### src/bmc_defs.vh
// Constants for the standby and buck mode controller: register map, field
// positions, reset values, mode codes and timing counts.
// Assumes a 200 MHz system clock and a 32.768 kHz reference derived from it.
`ifndef BMC_DEFS_VH
`define BMC_DEFS_VH

// Clock rates and derived counts.
`define BMC_CLK_HZ          200000000
`define BMC_RTC_HZ          32768
`define BMC_RTC_DIV         (`BMC_CLK_HZ / `BMC_RTC_HZ)
`define BMC_SS_TIME_US      3000
`define BMC_SS_CYCLES       ((`BMC_CLK_HZ / 1000000) * `BMC_SS_TIME_US)

// Register byte addresses.
`define BMC_ADDR_CTRL       8'h00
`define BMC_ADDR_STAT       8'h04
`define BMC_ADDR_CFG_BASE   8'h10
`define BMC_ADDR_STATE_BASE 8'h30

// Control register fields.
`define BMC_CTRL_INV        0
`define BMC_CTRL_LPSTBY     1
`define BMC_CTRL_LPOFF      2
`define BMC_CTRL_DLY_LO     3
`define BMC_CTRL_DLY_HI     4
`define BMC_CTRL_DB_LO      5
`define BMC_CTRL_DB_HI      6
`define BMC_DLY_RST         2'h1
`define BMC_DB_RST          2'h0

// Per-regulator configuration word fields.
`define BMC_CFG_MODE_LO     0
`define BMC_CFG_MODE_HI     3
`define BMC_CFG_NSP_LO      8
`define BMC_CFG_NSP_HI      12
`define BMC_CFG_SSP_LO      16
`define BMC_CFG_SSP_HI      20
`define BMC_CFG_LPM         24
`define BMC_MODE_RST        4'h0
`define BMC_SP_RST          5'h00

// Applied operating modes.
`define BMC_M_OFF           3'h0
`define BMC_M_PWM           3'h1
`define BMC_M_PULSE_SKIP         3'h2
`define BMC_M_PFM           3'h3
`define BMC_M_APS           3'h4

`define BMC_NREG            6

`endif

### src/bmc_standby_ctrl.v
// Standby qualification, low-battery debounce and buck mode control with
// an APB register slave.
// Assumes on_mode and startup_slot_load come from the power state machine
// on the same clock; standby_pin, low_battery_raw, load_high and straps
// are asynchronous.
//
// Chosen here: the APB register port and the address map.
`timescale 1ns/1ps
`default_nettype none
`include "bmc_defs.vh"

module bmc_standby_ctrl
#(
	parameter RTC_DIV    = `BMC_RTC_DIV,
	parameter SS_CYCLES  = `BMC_SS_CYCLES
)
(
	// Clock and reset.
	input  wire        clock,
	input  wire        reset,
	// APB slave.
	input  wire        psel,
	input  wire        penable,
	input  wire        pwrite,
	input  wire [7:0]  paddr,
	input  wire [31:0] pwdata,
	output reg  [31:0] prdata,
	output reg         pready,
	output reg         pslverr,
	// System inputs.
	input  wire        standby_pin,
	input  wire        low_battery_raw,
	input  wire        on_mode,
	input  wire [3:0]  power_up_mode_straps,
	input  wire [5:0]  startup_slot_load,
	input  wire [5:0]  load_high,
	// Standby and supervision outputs.
	output reg         standby_active,
	output reg         low_power_standby,
	output reg         pll_enable,
	output reg         charger_detect_only,
	output reg         low_battery_det,
	// Buck regulator controls.
	output reg  [5:0]  buck_enable,
	output reg  [5:0]  buck_discharge,
	output reg  [17:0] buck_mode,
	output reg  [5:0]  buck_pwm_full,
	output reg  [29:0] buck_setpoint
);

	// Decodes a mode select code into {normal, standby} applied modes.
	function [5:0] decode_pair;
		input [3:0] code;
		begin
			case (code)
				4'h0: decode_pair = {`BMC_M_OFF, `BMC_M_OFF};
				4'h1: decode_pair = {`BMC_M_PWM, `BMC_M_OFF};
				4'h2: decode_pair = {`BMC_M_PULSE_SKIP, `BMC_M_OFF};
				4'h3: decode_pair = {`BMC_M_PFM, `BMC_M_OFF};
				4'h4: decode_pair = {`BMC_M_APS, `BMC_M_OFF};
				4'h5: decode_pair = {`BMC_M_PWM, `BMC_M_PWM};
				4'h6: decode_pair = {`BMC_M_PWM, `BMC_M_APS};
				4'h7: decode_pair = {`BMC_M_OFF, `BMC_M_OFF};
				4'h8: decode_pair = {`BMC_M_APS, `BMC_M_APS};
				4'h9: decode_pair = {`BMC_M_PWM, `BMC_M_PULSE_SKIP};
				4'hA: decode_pair = {`BMC_M_PULSE_SKIP, `BMC_M_PULSE_SKIP};
				4'hB: decode_pair = {`BMC_M_PULSE_SKIP, `BMC_M_APS};
				4'hC: decode_pair = {`BMC_M_APS, `BMC_M_PFM};
				4'hD: decode_pair = {`BMC_M_PWM, `BMC_M_PFM};
				4'hE: decode_pair = {`BMC_M_PULSE_SKIP, `BMC_M_PFM};
				4'hF: decode_pair = {`BMC_M_PFM, `BMC_M_PFM};
				default: decode_pair = {`BMC_M_OFF, `BMC_M_OFF};
			endcase
		end
	endfunction

	// Debounce length in reference ticks for the low battery field.
	function [3:0] db_limit;
		input [1:0] sel;
		begin
			case (sel)
				2'h0: db_limit = 4'h0;
				2'h1: db_limit = 4'h2;
				2'h2: db_limit = 4'h4;
				2'h3: db_limit = 4'h8;
				default: db_limit = 4'h0;
			endcase
		end
	endfunction

	// Bus decode. Writes take effect on the edge that completes the access,
	// when the registered ready is seen high; read data is registered one edge earlier.
	wire        acc_first  = psel & penable & ~pready;
	wire        acc_done   = psel & penable & pready;
	wire        wr_done    = acc_done & pwrite;
	wire        wr_ctrl    = wr_done & (paddr == `BMC_ADDR_CTRL);

	// Control register.
	reg         inv_q;
	reg         lpstby_q;
	reg         lpoff_req_q;
	reg  [1:0]  dly_sel_q;
	reg  [1:0]  db_sel_q;

	// Reference tick from the system clock.
	reg  [31:0] div_q;
	reg         tick_q;

	// Synchronisers.
	reg         stby_s1_q;
	reg         stby_s2_q;
	reg         batt_s1_q;
	reg         batt_s2_q;
	reg  [3:0]  strap_s1_q;
	reg  [3:0]  strap_s2_q;
	reg  [5:0]  load_s1_q;
	reg  [5:0]  load_s2_q;

	// Standby qualification and low battery debounce.
	reg  [1:0]  dly_cnt_q;
	reg         stby_prev_q;
	reg  [3:0]  db_cnt_q;

	wire        stby_eff   = stby_s2_q ^ inv_q;
	wire        stby_gated = stby_eff & on_mode;
	wire        any_load   = |startup_slot_load;
	wire        stby_chg   = stby_prev_q ^ standby_active;

	always @(posedge clock)
	begin
		if (reset)
		begin
			inv_q       <= 1'b0;
			lpstby_q    <= 1'b0;
			lpoff_req_q <= 1'b0;
			dly_sel_q   <= `BMC_DLY_RST;
			db_sel_q    <= `BMC_DB_RST;
		end
		else
		begin
			if (wr_ctrl)
			begin
				inv_q     <= pwdata[`BMC_CTRL_INV];
				lpstby_q  <= pwdata[`BMC_CTRL_LPSTBY];
				dly_sel_q <= pwdata[`BMC_CTRL_DLY_HI:`BMC_CTRL_DLY_LO];
				db_sel_q  <= pwdata[`BMC_CTRL_DB_HI:`BMC_CTRL_DB_LO];
			end
			// A software set in the same cycle as a startup clear wins.
			if (wr_ctrl && pwdata[`BMC_CTRL_LPOFF])
				lpoff_req_q <= 1'b1;
			else if (any_load)
				lpoff_req_q <= 1'b0;
			else if (wr_ctrl)
				lpoff_req_q <= 1'b0;
		end
	end

	always @(posedge clock)
	begin
		if (reset)
		begin
			div_q  <= 32'h00000000;
			tick_q <= 1'b0;
		end
		else if (div_q == RTC_DIV - 1)
		begin
			div_q  <= 32'h00000000;
			tick_q <= 1'b1;
		end
		else
		begin
			div_q  <= div_q + 32'h00000001;
			tick_q <= 1'b0;
		end
	end

	always @(posedge clock)
	begin
		if (reset)
		begin
			stby_s1_q  <= 1'b0;
			stby_s2_q  <= 1'b0;
			batt_s1_q  <= 1'b0;
			batt_s2_q  <= 1'b0;
			strap_s1_q <= 4'h0;
			strap_s2_q <= 4'h0;
			load_s1_q  <= 6'h00;
			load_s2_q  <= 6'h00;
		end
		else
		begin
			stby_s1_q  <= standby_pin;
			stby_s2_q  <= stby_s1_q;
			batt_s1_q  <= low_battery_raw;
			batt_s2_q  <= batt_s1_q;
			strap_s1_q <= power_up_mode_straps;
			strap_s2_q <= strap_s1_q;
			load_s1_q  <= load_high;
			load_s2_q  <= load_s1_q;
		end
	end

	// Entry waits for the programmed number of ticks; exit is at once.
	always @(posedge clock)
	begin
		if (reset)
		begin
			dly_cnt_q           <= 2'h0;
			standby_active      <= 1'b0;
			stby_prev_q         <= 1'b0;
			low_power_standby   <= 1'b0;
			pll_enable          <= 1'b1;
			charger_detect_only <= 1'b0;
		end
		else
		begin
			stby_prev_q <= standby_active;
			if (!stby_gated)
			begin
				dly_cnt_q      <= 2'h0;
				standby_active <= 1'b0;
			end
			else if (!standby_active)
			begin
				if (dly_cnt_q == dly_sel_q)
					standby_active <= 1'b1;
				else if (tick_q)
					dly_cnt_q <= dly_cnt_q + 2'h1;
			end
			low_power_standby   <= standby_active & lpstby_q;
			pll_enable          <= ~(standby_active & lpstby_q);
			charger_detect_only <= standby_active & lpstby_q;
		end
	end

	// Low battery debounce: the new level must hold for the full count.
	always @(posedge clock)
	begin
		if (reset)
		begin
			db_cnt_q        <= 4'h0;
			low_battery_det <= 1'b0;
		end
		else if (batt_s2_q == low_battery_det)
			db_cnt_q <= 4'h0;
		else if (db_limit(db_sel_q) == 4'h0)
			low_battery_det <= batt_s2_q;
		else if (tick_q)
		begin
			if (db_cnt_q == db_limit(db_sel_q) - 4'h1)
			begin
				low_battery_det <= batt_s2_q;
				db_cnt_q        <= 4'h0;
			end
			else
				db_cnt_q <= db_cnt_q + 4'h1;
		end
	end

	// Per-regulator configuration words and applied state for the read mux.
	wire [32*`BMC_NREG-1:0] cfg_flat;
	wire [32*`BMC_NREG-1:0] state_flat;

	genvar gi;
	generate
		for (gi = 0; gi < `BMC_NREG; gi = gi + 1)
		begin : g_reg
			localparam [31:0] CFG_A = `BMC_ADDR_CFG_BASE + gi * 4;
			wire        wr_i = wr_done & (paddr == CFG_A[7:0]);
			reg  [3:0]  msel_q;
			reg  [4:0]  nsp_q;
			reg  [4:0]  ssp_q;
			reg         lpm_q;
			reg         lpo_q;
			reg  [31:0] ss_cnt_q;
			reg         ss_aps_q;
			reg         act_q;
			reg  [4:0]  cur_sp_q;
			wire [5:0]  pair = decode_pair(msel_q);
			wire [2:0]  tgt_mode = lpo_q ? (lpm_q ? `BMC_M_PFM : `BMC_M_OFF)
				: (standby_active ? pair[2:0] : pair[5:3]);
			wire [4:0]  tgt_sp = (lpo_q | standby_active) ? ssp_q : nsp_q;
			wire        active = (tgt_mode != `BMC_M_OFF);
			wire [2:0]  app_mode = (ss_cnt_q != 32'h00000000) ? `BMC_M_PWM
				: (ss_aps_q ? `BMC_M_APS : tgt_mode);

			always @(posedge clock)
			begin
				if (reset)
				begin
					msel_q <= `BMC_MODE_RST;
					nsp_q  <= `BMC_SP_RST;
					ssp_q  <= `BMC_SP_RST;
					lpm_q  <= 1'b0;
				end
				else if (startup_slot_load[gi])
				begin
					msel_q <= strap_s2_q;
					nsp_q  <= {1'b1, strap_s2_q};
					ssp_q  <= {1'b1, strap_s2_q};
				end
				else if (wr_i)
				begin
					msel_q <= pwdata[`BMC_CFG_MODE_HI:`BMC_CFG_MODE_LO];
					nsp_q  <= pwdata[`BMC_CFG_NSP_HI:`BMC_CFG_NSP_LO];
					ssp_q  <= pwdata[`BMC_CFG_SSP_HI:`BMC_CFG_SSP_LO];
					lpm_q  <= pwdata[`BMC_CFG_LPM];
				end
			end

			// A regulator held by low power off stays so until its own slot.
			always @(posedge clock)
			begin
				if (reset)
					lpo_q <= 1'b0;
				else if (startup_slot_load[gi])
					lpo_q <= 1'b0;
				else if (lpoff_req_q)
					lpo_q <= 1'b1;
			end

			always @(posedge clock)
			begin
				if (reset)
				begin
					act_q    <= 1'b0;
					ss_cnt_q <= 32'h00000000;
					ss_aps_q <= 1'b0;
					cur_sp_q <= `BMC_SP_RST;
				end
				else if (!active)
				begin
					act_q    <= 1'b0;
					ss_cnt_q <= 32'h00000000;
					ss_aps_q <= 1'b0;
					cur_sp_q <= `BMC_SP_RST;
				end
				else
				begin
					act_q <= 1'b1;
					if (!act_q)
						ss_cnt_q <= SS_CYCLES;
					else if (ss_cnt_q != 32'h00000000)
						ss_cnt_q <= ss_cnt_q - 32'h00000001;
					if (act_q && ss_cnt_q == 32'h00000001)
						ss_aps_q <= 1'b1;
					else if (wr_i || stby_chg || lpo_q)
						ss_aps_q <= 1'b0;
					// One step per tick keeps the slope controlled.
					if (tick_q && cur_sp_q < tgt_sp)
						cur_sp_q <= cur_sp_q + 5'h01;
					else if (tick_q && cur_sp_q > tgt_sp)
						cur_sp_q <= cur_sp_q - 5'h01;
				end
			end

			always @(posedge clock)
			begin
				if (reset)
				begin
					buck_enable[gi]          <= 1'b0;
					buck_discharge[gi]       <= 1'b1;
					buck_mode[3*gi+2:3*gi]   <= `BMC_M_OFF;
					buck_pwm_full[gi]        <= 1'b0;
					buck_setpoint[5*gi+4:5*gi] <= `BMC_SP_RST;
				end
				else
				begin
					buck_enable[gi]          <= active & act_q;
					buck_discharge[gi]       <= ~active;
					buck_mode[3*gi+2:3*gi]   <= (active & act_q) ? app_mode : `BMC_M_OFF;
					buck_pwm_full[gi]        <= (app_mode == `BMC_M_PWM)
						| ((app_mode == `BMC_M_APS) & load_s2_q[gi]);
					buck_setpoint[5*gi+4:5*gi] <= cur_sp_q;
				end
			end

			// The configuration word reads back what software wrote or the startup slot loaded.
			assign cfg_flat[32*gi+31:32*gi] = {7'h00, lpm_q, 3'h0, ssp_q, 3'h0, nsp_q,
				4'h0, msel_q};
			assign state_flat[32*gi+31:32*gi] = {19'h00000, cur_sp_q, 5'h00, app_mode};
		end
	endgenerate

	// Read mux and unmapped address detection.
	reg  [31:0] rdata_d;
	reg         err_d;
	integer     k;
	always @*
	begin
		rdata_d = 32'h00000000;
		err_d   = 1'b1;
		if (paddr == `BMC_ADDR_CTRL)
		begin
			rdata_d = {25'h0000000, db_sel_q, dly_sel_q, lpoff_req_q, lpstby_q, inv_q};
			err_d   = 1'b0;
		end
		else if (paddr == `BMC_ADDR_STAT)
		begin
			rdata_d = {26'h0000000, low_battery_det, pll_enable, low_power_standby,
				standby_active, stby_eff, stby_s2_q};
			err_d   = 1'b0;
		end
		for (k = 0; k < `BMC_NREG; k = k + 1)
		begin
			if (paddr == `BMC_ADDR_CFG_BASE + k[7:0] * 8'h04)
			begin
				rdata_d = cfg_flat[32*k +: 32];
				err_d   = 1'b0;
			end
			if (paddr == `BMC_ADDR_STATE_BASE + k[7:0] * 8'h04)
			begin
				rdata_d = state_flat[32*k +: 32];
				err_d   = 1'b0;
			end
		end
	end

	// Ready rises in the second access cycle, so every access takes two.
	always @(posedge clock)
	begin
		if (reset)
		begin
			pready  <= 1'b0;
			prdata  <= 32'h00000000;
			pslverr <= 1'b0;
		end
		else
		begin
			pready  <= acc_first;
			pslverr <= acc_first & err_d;
			if (acc_first & ~pwrite)
				prdata <= rdata_d;
		end
	end

endmodule
`default_nettype wire

### config.mk
export PLATFORM = sky130hd
export DESIGN_NAME = bmc_standby_ctrl
export DESIGN_NICKNAME = d
export VERILOG_FILES = /design/src/bmc_standby_ctrl.v
export VERILOG_INCLUDE_DIRS = /design/src
export SDC_FILE = /design/constraint.sdc
export NUM_CORES = 1
export LEC_CHECK = 0
export BUFFER_PORTS_ARGS = -buffer_cell sky130_fd_sc_hd__buf_2
export CORE_ASPECT_RATIO = 1.25
export CORE_MARGIN = 2
export CORE_UTILIZATION = 33
export CTS_CLUSTER_SIZE = 25
export DETAILED_ROUTE_END_ITERATION = 16
export HOLD_SLACK_MARGIN = 0.12
export PLACE_DENSITY = 0.61
export SYNTH_ARGS = -nofsm -noshare
export SYNTH_HDL_FRONTEND = slang
export SYNTH_SLANG_ARGS = --single-unit
### constraint.sdc
create_clock -name clock -period 9.4 [get_ports clock]
set_input_delay 0.47 -clock clock [delete_from_list [all_inputs] [get_ports clock]]
set_output_delay 0.47 -clock clock [all_outputs]
set_load 0.05 [all_outputs]
-- Word-level counts from Yosys, hierarchy flattened
Memories as Yosys holds them, arrays and structs flattened. A register that Yosys moved wholly into a read port is not among the register bits.
Index checks and enable logic that the tools add are counted.
- register bits after elaboration: 505
- bits in latches: 0
- bits in writable memories: 0
- memory bits (read-only): 576
- bits of input ports: 64
- output and inout bits: 105
- word-level logic and storage cells: 547
- memories: 6
- memory list (name ; words ; width ; rd ports ; clocked after Yosys merged registers in ; wr ports ; line ; text):
    (name not given) ; 16 ; 6 ; 1 ; 1 ; 0 ; bmc_standby_ctrl.v:55 ; case (code)
    (name not given) ; 16 ; 6 ; 1 ; 1 ; 0 ; bmc_standby_ctrl.v:55 ;
    (name not given) ; 16 ; 6 ; 1 ; 1 ; 0 ; bmc_standby_ctrl.v:55 ;
    (name not given) ; 16 ; 6 ; 1 ; 1 ; 0 ; bmc_standby_ctrl.v:55 ;
    (name not given) ; 16 ; 6 ; 1 ; 1 ; 0 ; bmc_standby_ctrl.v:55 ;
    (name not given) ; 16 ; 6 ; 1 ; 1 ; 0 ; bmc_standby_ctrl.v:55 ;
- $add $sub $neg: 22
- $mul: 0
- divide/modulo/power cells: 0
- magnitude comparators: 12
- equality and inequality tests: 44
- shifts and indexed selects: 0
- muxes and demuxes: 171
- bitwise logic cells: 73
- reductions and logical operators: 104
- operator list (cell ; count):
    2-to-1 mux 32 bit ; 12
    2-to-1 mux 20 bit ; 12
    2-to-1 mux 5 bit ; 42
    equality test 32 x 1 -> 1 bit (second input constant) ; 6
    nonzero test 32 bit ; 6
    subtractor 32 x 1 -> 32 bit (second input constant) ; 6
    2-to-1 mux 4 bit ; 31
    2-to-1 mux 3 bit ; 24
    equality test 8 x 6 -> 1 bit (second input constant) ; 6
    OR reduction 2 bit ; 21
    2-to-1 mux 1 bit ; 41
    nonzero test 2 bit ; 20
    adder 32 x 1 -> 32 bit (second input constant) ; 1
    equality test 32 x 13 -> 1 bit (second input constant) ; 1
    equality test 8 x 5 -> 1 bit (second input constant) ; 4
    inverter 1 bit ; 32
    adder 5 x 1 -> 5 bit (second input constant) ; 6
    > comparator 5 bit ; 6
    < comparator 5 bit ; 6
    subtractor 5 x 1 -> 5 bit (second input constant) ; 6
    AND 1 bit ; 27
    nonzero test 3 bit ; 7
    logical AND 1 bit ; 19
    equality test 3 x 1 -> 1 bit (second input constant) ; 6
    other kinds (26) ; 78

-- Depth between registers and ports, before layout
- word-level depth: 16
- gate-level depth with buffers: 19
- mapped depth without buffers: 15

-- Least setup slack after synthesis
No wires, ideal clock.
- path kind: reg-to-reg
- start: register standby_active
- end: register g_reg[5].cur_sp_q[4]
- arrival time: 4.650 ns
- path slack: 4.690 ns
- cell stages (with the launch flop): 20
- cell sequence: dfxtp_1 clkbuf_1 clkbuf_1 clkbuf_1 buf_1 nor2_1 mux2i_1 ha_1 nor2b_1 o21a_1 o21a_1 o21a_1 nor2_1 nand2_1 fa_1 a21o_1 a21oi_1 nor4b_1 or4_1 nand2_1
- word-level cells in the longest chain between the ends: 5
- RTL lines (item ; line ; text):
    start, declared ; bmc_standby_ctrl.v:38 ; output reg standby_active,
    start signal, assigned ; bmc_standby_ctrl.v:209 ; standby_active <= 1'b0;
    start signal, assigned ; bmc_standby_ctrl.v:221 ; standby_active <= 1'b0;
    start signal, assigned ; bmc_standby_ctrl.v:226 ; standby_active <= 1'b1;
    OR 1 bit / 2-to-1 mux 3 bit (equally long branches) ; bmc_standby_ctrl.v:282, bmc_standby_ctrl.v:281 ;
    2-to-1 mux 5 bit / 2-to-1 mux 3 bit (equally long branches) ; bmc_standby_ctrl.v:282, bmc_standby_ctrl.v:280 ;
    < comparator 5 bit, or another cell as far along ; bmc_standby_ctrl.v:350 ; if (tick_q && cur_sp_q < tgt_sp)
    logical AND 1 bit, or another cell as far along ; bmc_standby_ctrl.v:350 ;
    2-to-1 mux 5 bit, or another cell as far along ; bmc_standby_ctrl.v:350 ;
    end signal, assigned ; bmc_standby_ctrl.v:336 ; cur_sp_q <= `BMC_SP_RST;
    end signal, assigned ; bmc_standby_ctrl.v:351 ; cur_sp_q <= cur_sp_q + 5'h01;
    end signal, assigned ; bmc_standby_ctrl.v:353 ; cur_sp_q <= cur_sp_q - 5'h01;
    end, declared ; bmc_standby_ctrl.v:278 ; reg [4:0] cur_sp_q;
Several ways; a longest one is shown, not always the timed one.
A chain may end at the register's enable or synchronous reset.

-- Worst setup path after layout
Same ends and word-level chain as after synthesis.

==> results.yml <==
logic_synthesis:
  syn_inst: 2821
  postSynthAreaPerCell_um2: 8.68
  synth_area_mm2: 0.0245
  synth-seq-cells: 527
  yosys_warnings: 0
  synth_most_common_cell: "dfxtp_1"
  synthTopCellsByCount: "dfxtp_1 (527), nor2_1 (385), nand2_1 (282)"
  synthArstFlopShare_pct: 0
  ys_types: 84
  synth_top_area_share_pct: 43.1
  ys.flop_type: "dfxtp_1"
  synth_area_leaders: "dfxtp_1 (43%), nor2_1 (5.9%), xnor2_1 (4.6%)"
  ys_seq_area_share_pct: 43.1
  synth_edf_count: 0
  yosysTopAreaCell: "dfxtp_1"
global_routing:
  grt_pass1_wl_mm: 110
  use_met2_pct: 28.9
  grt_max_degree: 150
  grt.overflow.total: 0
  grt_pass1_vias: 19600
  grt_use_met1_pct: 24.2
  global_route.usage.total_pct: 18.3
  met3_usage_pct: 3.47
  grt_busiest_layer: "met2"
  antenna_found_initial: 15
setup_path:
  critPathCaptureType: "register"
  cp.required_ns: 9.96
  path_max_fanout: 42
  crit_top_cell: "o21a_1"
  crit_chain: "buf_4 -> nor2_1 -> mux2i_1 -> ha_1 -> nor2b_1 -> o21a_1 -> o21a_1 -> o21a_1 -> nor2_1 -> nand2_1 -> fa_1 -> a21o_1 -> a21oi_1 -> nor4b_1 -> or4_1 -> nand2_1"
  crit_arrival_ns: 4.63
  crit_type: "register to register"
  crit_buf_inv: 1
  rrSetupSlack_ns: 5.33
  cpMaxStageDelayCell: "buf_4"
  slowest_delay_ns: 0.53
  cpLargestDelayFamily: "simple AND/OR/NAND/NOR gates"
  start_kind: "register"
cts:
  clock_sinks: 527
  cts_buffer_depth: 3
  clk_latency_ns: 0.63
  cts_made_buffers: 57
  cts_tree: "done"
  clock-root-buffer: "clkbuf_16"
  htree_levels: 2
  clk_pin_slew_ns: 0.06
placement:
  gp_congestion: 0.977
  io_buffer_count: 140
  placed_cell_area_mm2: 0.0260
  dp_hpwl_mm: 50.4
  placedCellCount: 3814
timing:
  final-setup-viol-count: 0
  worstMarginPinSlew_ns: 1.09
  rsz0062_at_grt: "no"
  slew_violations: 0
  fin_skew_ns: 0.0197
  min_period_ns: 4.07
  tns_ns: 0
  fmax_mhz: 245
  final_hold_viol_count: 0
  slew_headroom_pct: 26.9
  period_share_pct: 43.3
die:
  core-area_mm2: 0.0735
  dieHeight_um: 309
  num_rows: 111
  start_util_pct: 33.3
  io_pins: 169
  dieArea_mm2: 0.0764
  die_w_um: 248
route:
  final_antenna_net_count: 0
  dr.pass1.iters: 7
  drt-initial-drc-count: 1527
  num_vias: 20700
  drt-total-wl_mm: 70.9
  via_per_inst: 5.24
  wl_per_cell_um: 18.0
  drc: 0
power:
  p_leak_nw: 11.4
  p_per_area_mw_per_mm2: 206
  ir_drop_mv: 0.137
layout:
  n_fill_cell: 7405
  nNetsFinal: 3087
  utilization_pct: 38.4
  fin_area_mm2: 0.0282
  fin_cells: 3940
  drive_above_1_share_pct: 10.8
  area_growth_pct: 15.2
flow_run:
  maxCapViolCount: 0
run_status:
  status: "completed"
worst_hold_path:
  hold_path.class: "input port to register"
==> report_power, final <==
group	leakage (nW)	switching [W]	total [W]	internal, W
Clock	1.00	0.000951	0.00243	0.00148
Sequential	4.29	0.0000859	0.00242	0.00233
Combinational	6.06	0.000603	0.000972	0.000369
Total	11.4	0.00164	0.00582	0.00418
==> cell families (layout without fill, tap and decap cells) <==
| family | count (synthesis) | in the layout | synth area share [%] |
|---|---|---|---|
| AND/OR/NAND/NOR | 1160 | 1160 | 23.1 |
| multiplexers | 76 | 76 | 3.27 |
| flip-flops | 527 | 527 | 43.1 |
| other | 1 | 18 | 0.0153 |
| AO/OA/AOI/OAI | 528 | 528 | 14.3 |
| adder cells (fa/ha/maj) | 93 | 93 | 4.94 |
| XOR/XNOR | 215 | 215 | 7.69 |
| buffers and inverters | 221 | 363 | 3.67 |
==> timing repair <==
| action | CTS | global route |
|---|---|---|
| buffers inserted | 0 | 0 |
| resized for setup | 0 | 0 |
| endpoints found under the hold margin | 17 | 0 |
| hold buffers | 17 | 0 |
| setup endpoints to repair | 0 | 0 |
==> flip-flops by register name, indices dropped and copies added (netlist names), 18 cells and up <==
| name | flops |
|---|---|
| prdata | 18 |
| g.ssp_q | 30 |
| g.cur_sp_q | 30 |
| g.pair | 36 |
| div_q | 32 |
| g.msel_q | 24 |
| buck_setpoint | 30 |
| buck_mode | 18 |
| g.nsp_q | 30 |
| g.ss_cnt_q | 192 |
==> layout by cell type (no fill, tap or decap), drive strengths merged, types with 29 or more instances in the layout <==
cell type  netlist  routed
a21o            29      29
a21oi          162     162
a31oi           66      66
buf             30     158
clkbuf         108      82
dfxtp          527     527
ha              87      87
inv             76      78
mux2i           54      54
nand2          282     282
nand3           71      71
nor2           386     386
nor2b           67      67
nor3            74      74
nor4            65      65
o21ai           63      63
or3             33      33
or4             33      33
xnor2          130     130
xor2            85      85
==> per-layer routing <==
layer / vias up / part of all wire (%)
met3: 184 / 6.7
met2: 600 / 44
li1: 10100 / -
met5: - / 0.17
met1: 9716 / 44
met4: 20 / 4.8
==> final cells by class <==
cell class,count,area [um^2],share of cell area [%]
antenna,4,10.0,0.0355
clock buffer,82,1670,5.93
clock inverter,23,359,1.27
inverter,83,312,1.10
multi-input combinational,2086,13100,46.4
sequential,527,10600,37.4
tap,960,1200,4.26
timing repair buffer,175,1020,3.63
==> final timing paths <==
| check | start | endpoint | depth (start not counted) |
|---|---|---|---|
| worst max-delay path | standby_active | g_reg[5].cur_sp_q[4] | 16 |
| worst min register to register | strap_s1_q[0] | strap_s2_q[0] | 1 |
| worst min-delay path | power_up_mode_straps[0] | strap_s1_q[0] | 2 |
| worst max register to register | standby_active | g_reg[5].cur_sp_q[4] | 16 |
==> stage by stage <==
step	total power, W	hold WS, ns	setup slack [ns]
2_1_floorplan	0.00320	0.414	4.69
3_3_place_gp	0.00342	0.416	5.41
3_5_place_dp	0.00342	0.424	5.36
4_1_cts	0.00589	0.124	5.35
5_1_grt	0.00610	0.137	5.05
6_report	0.00582	0.169	5.33
No activity file was read; power rests on OpenSTA's default activity.
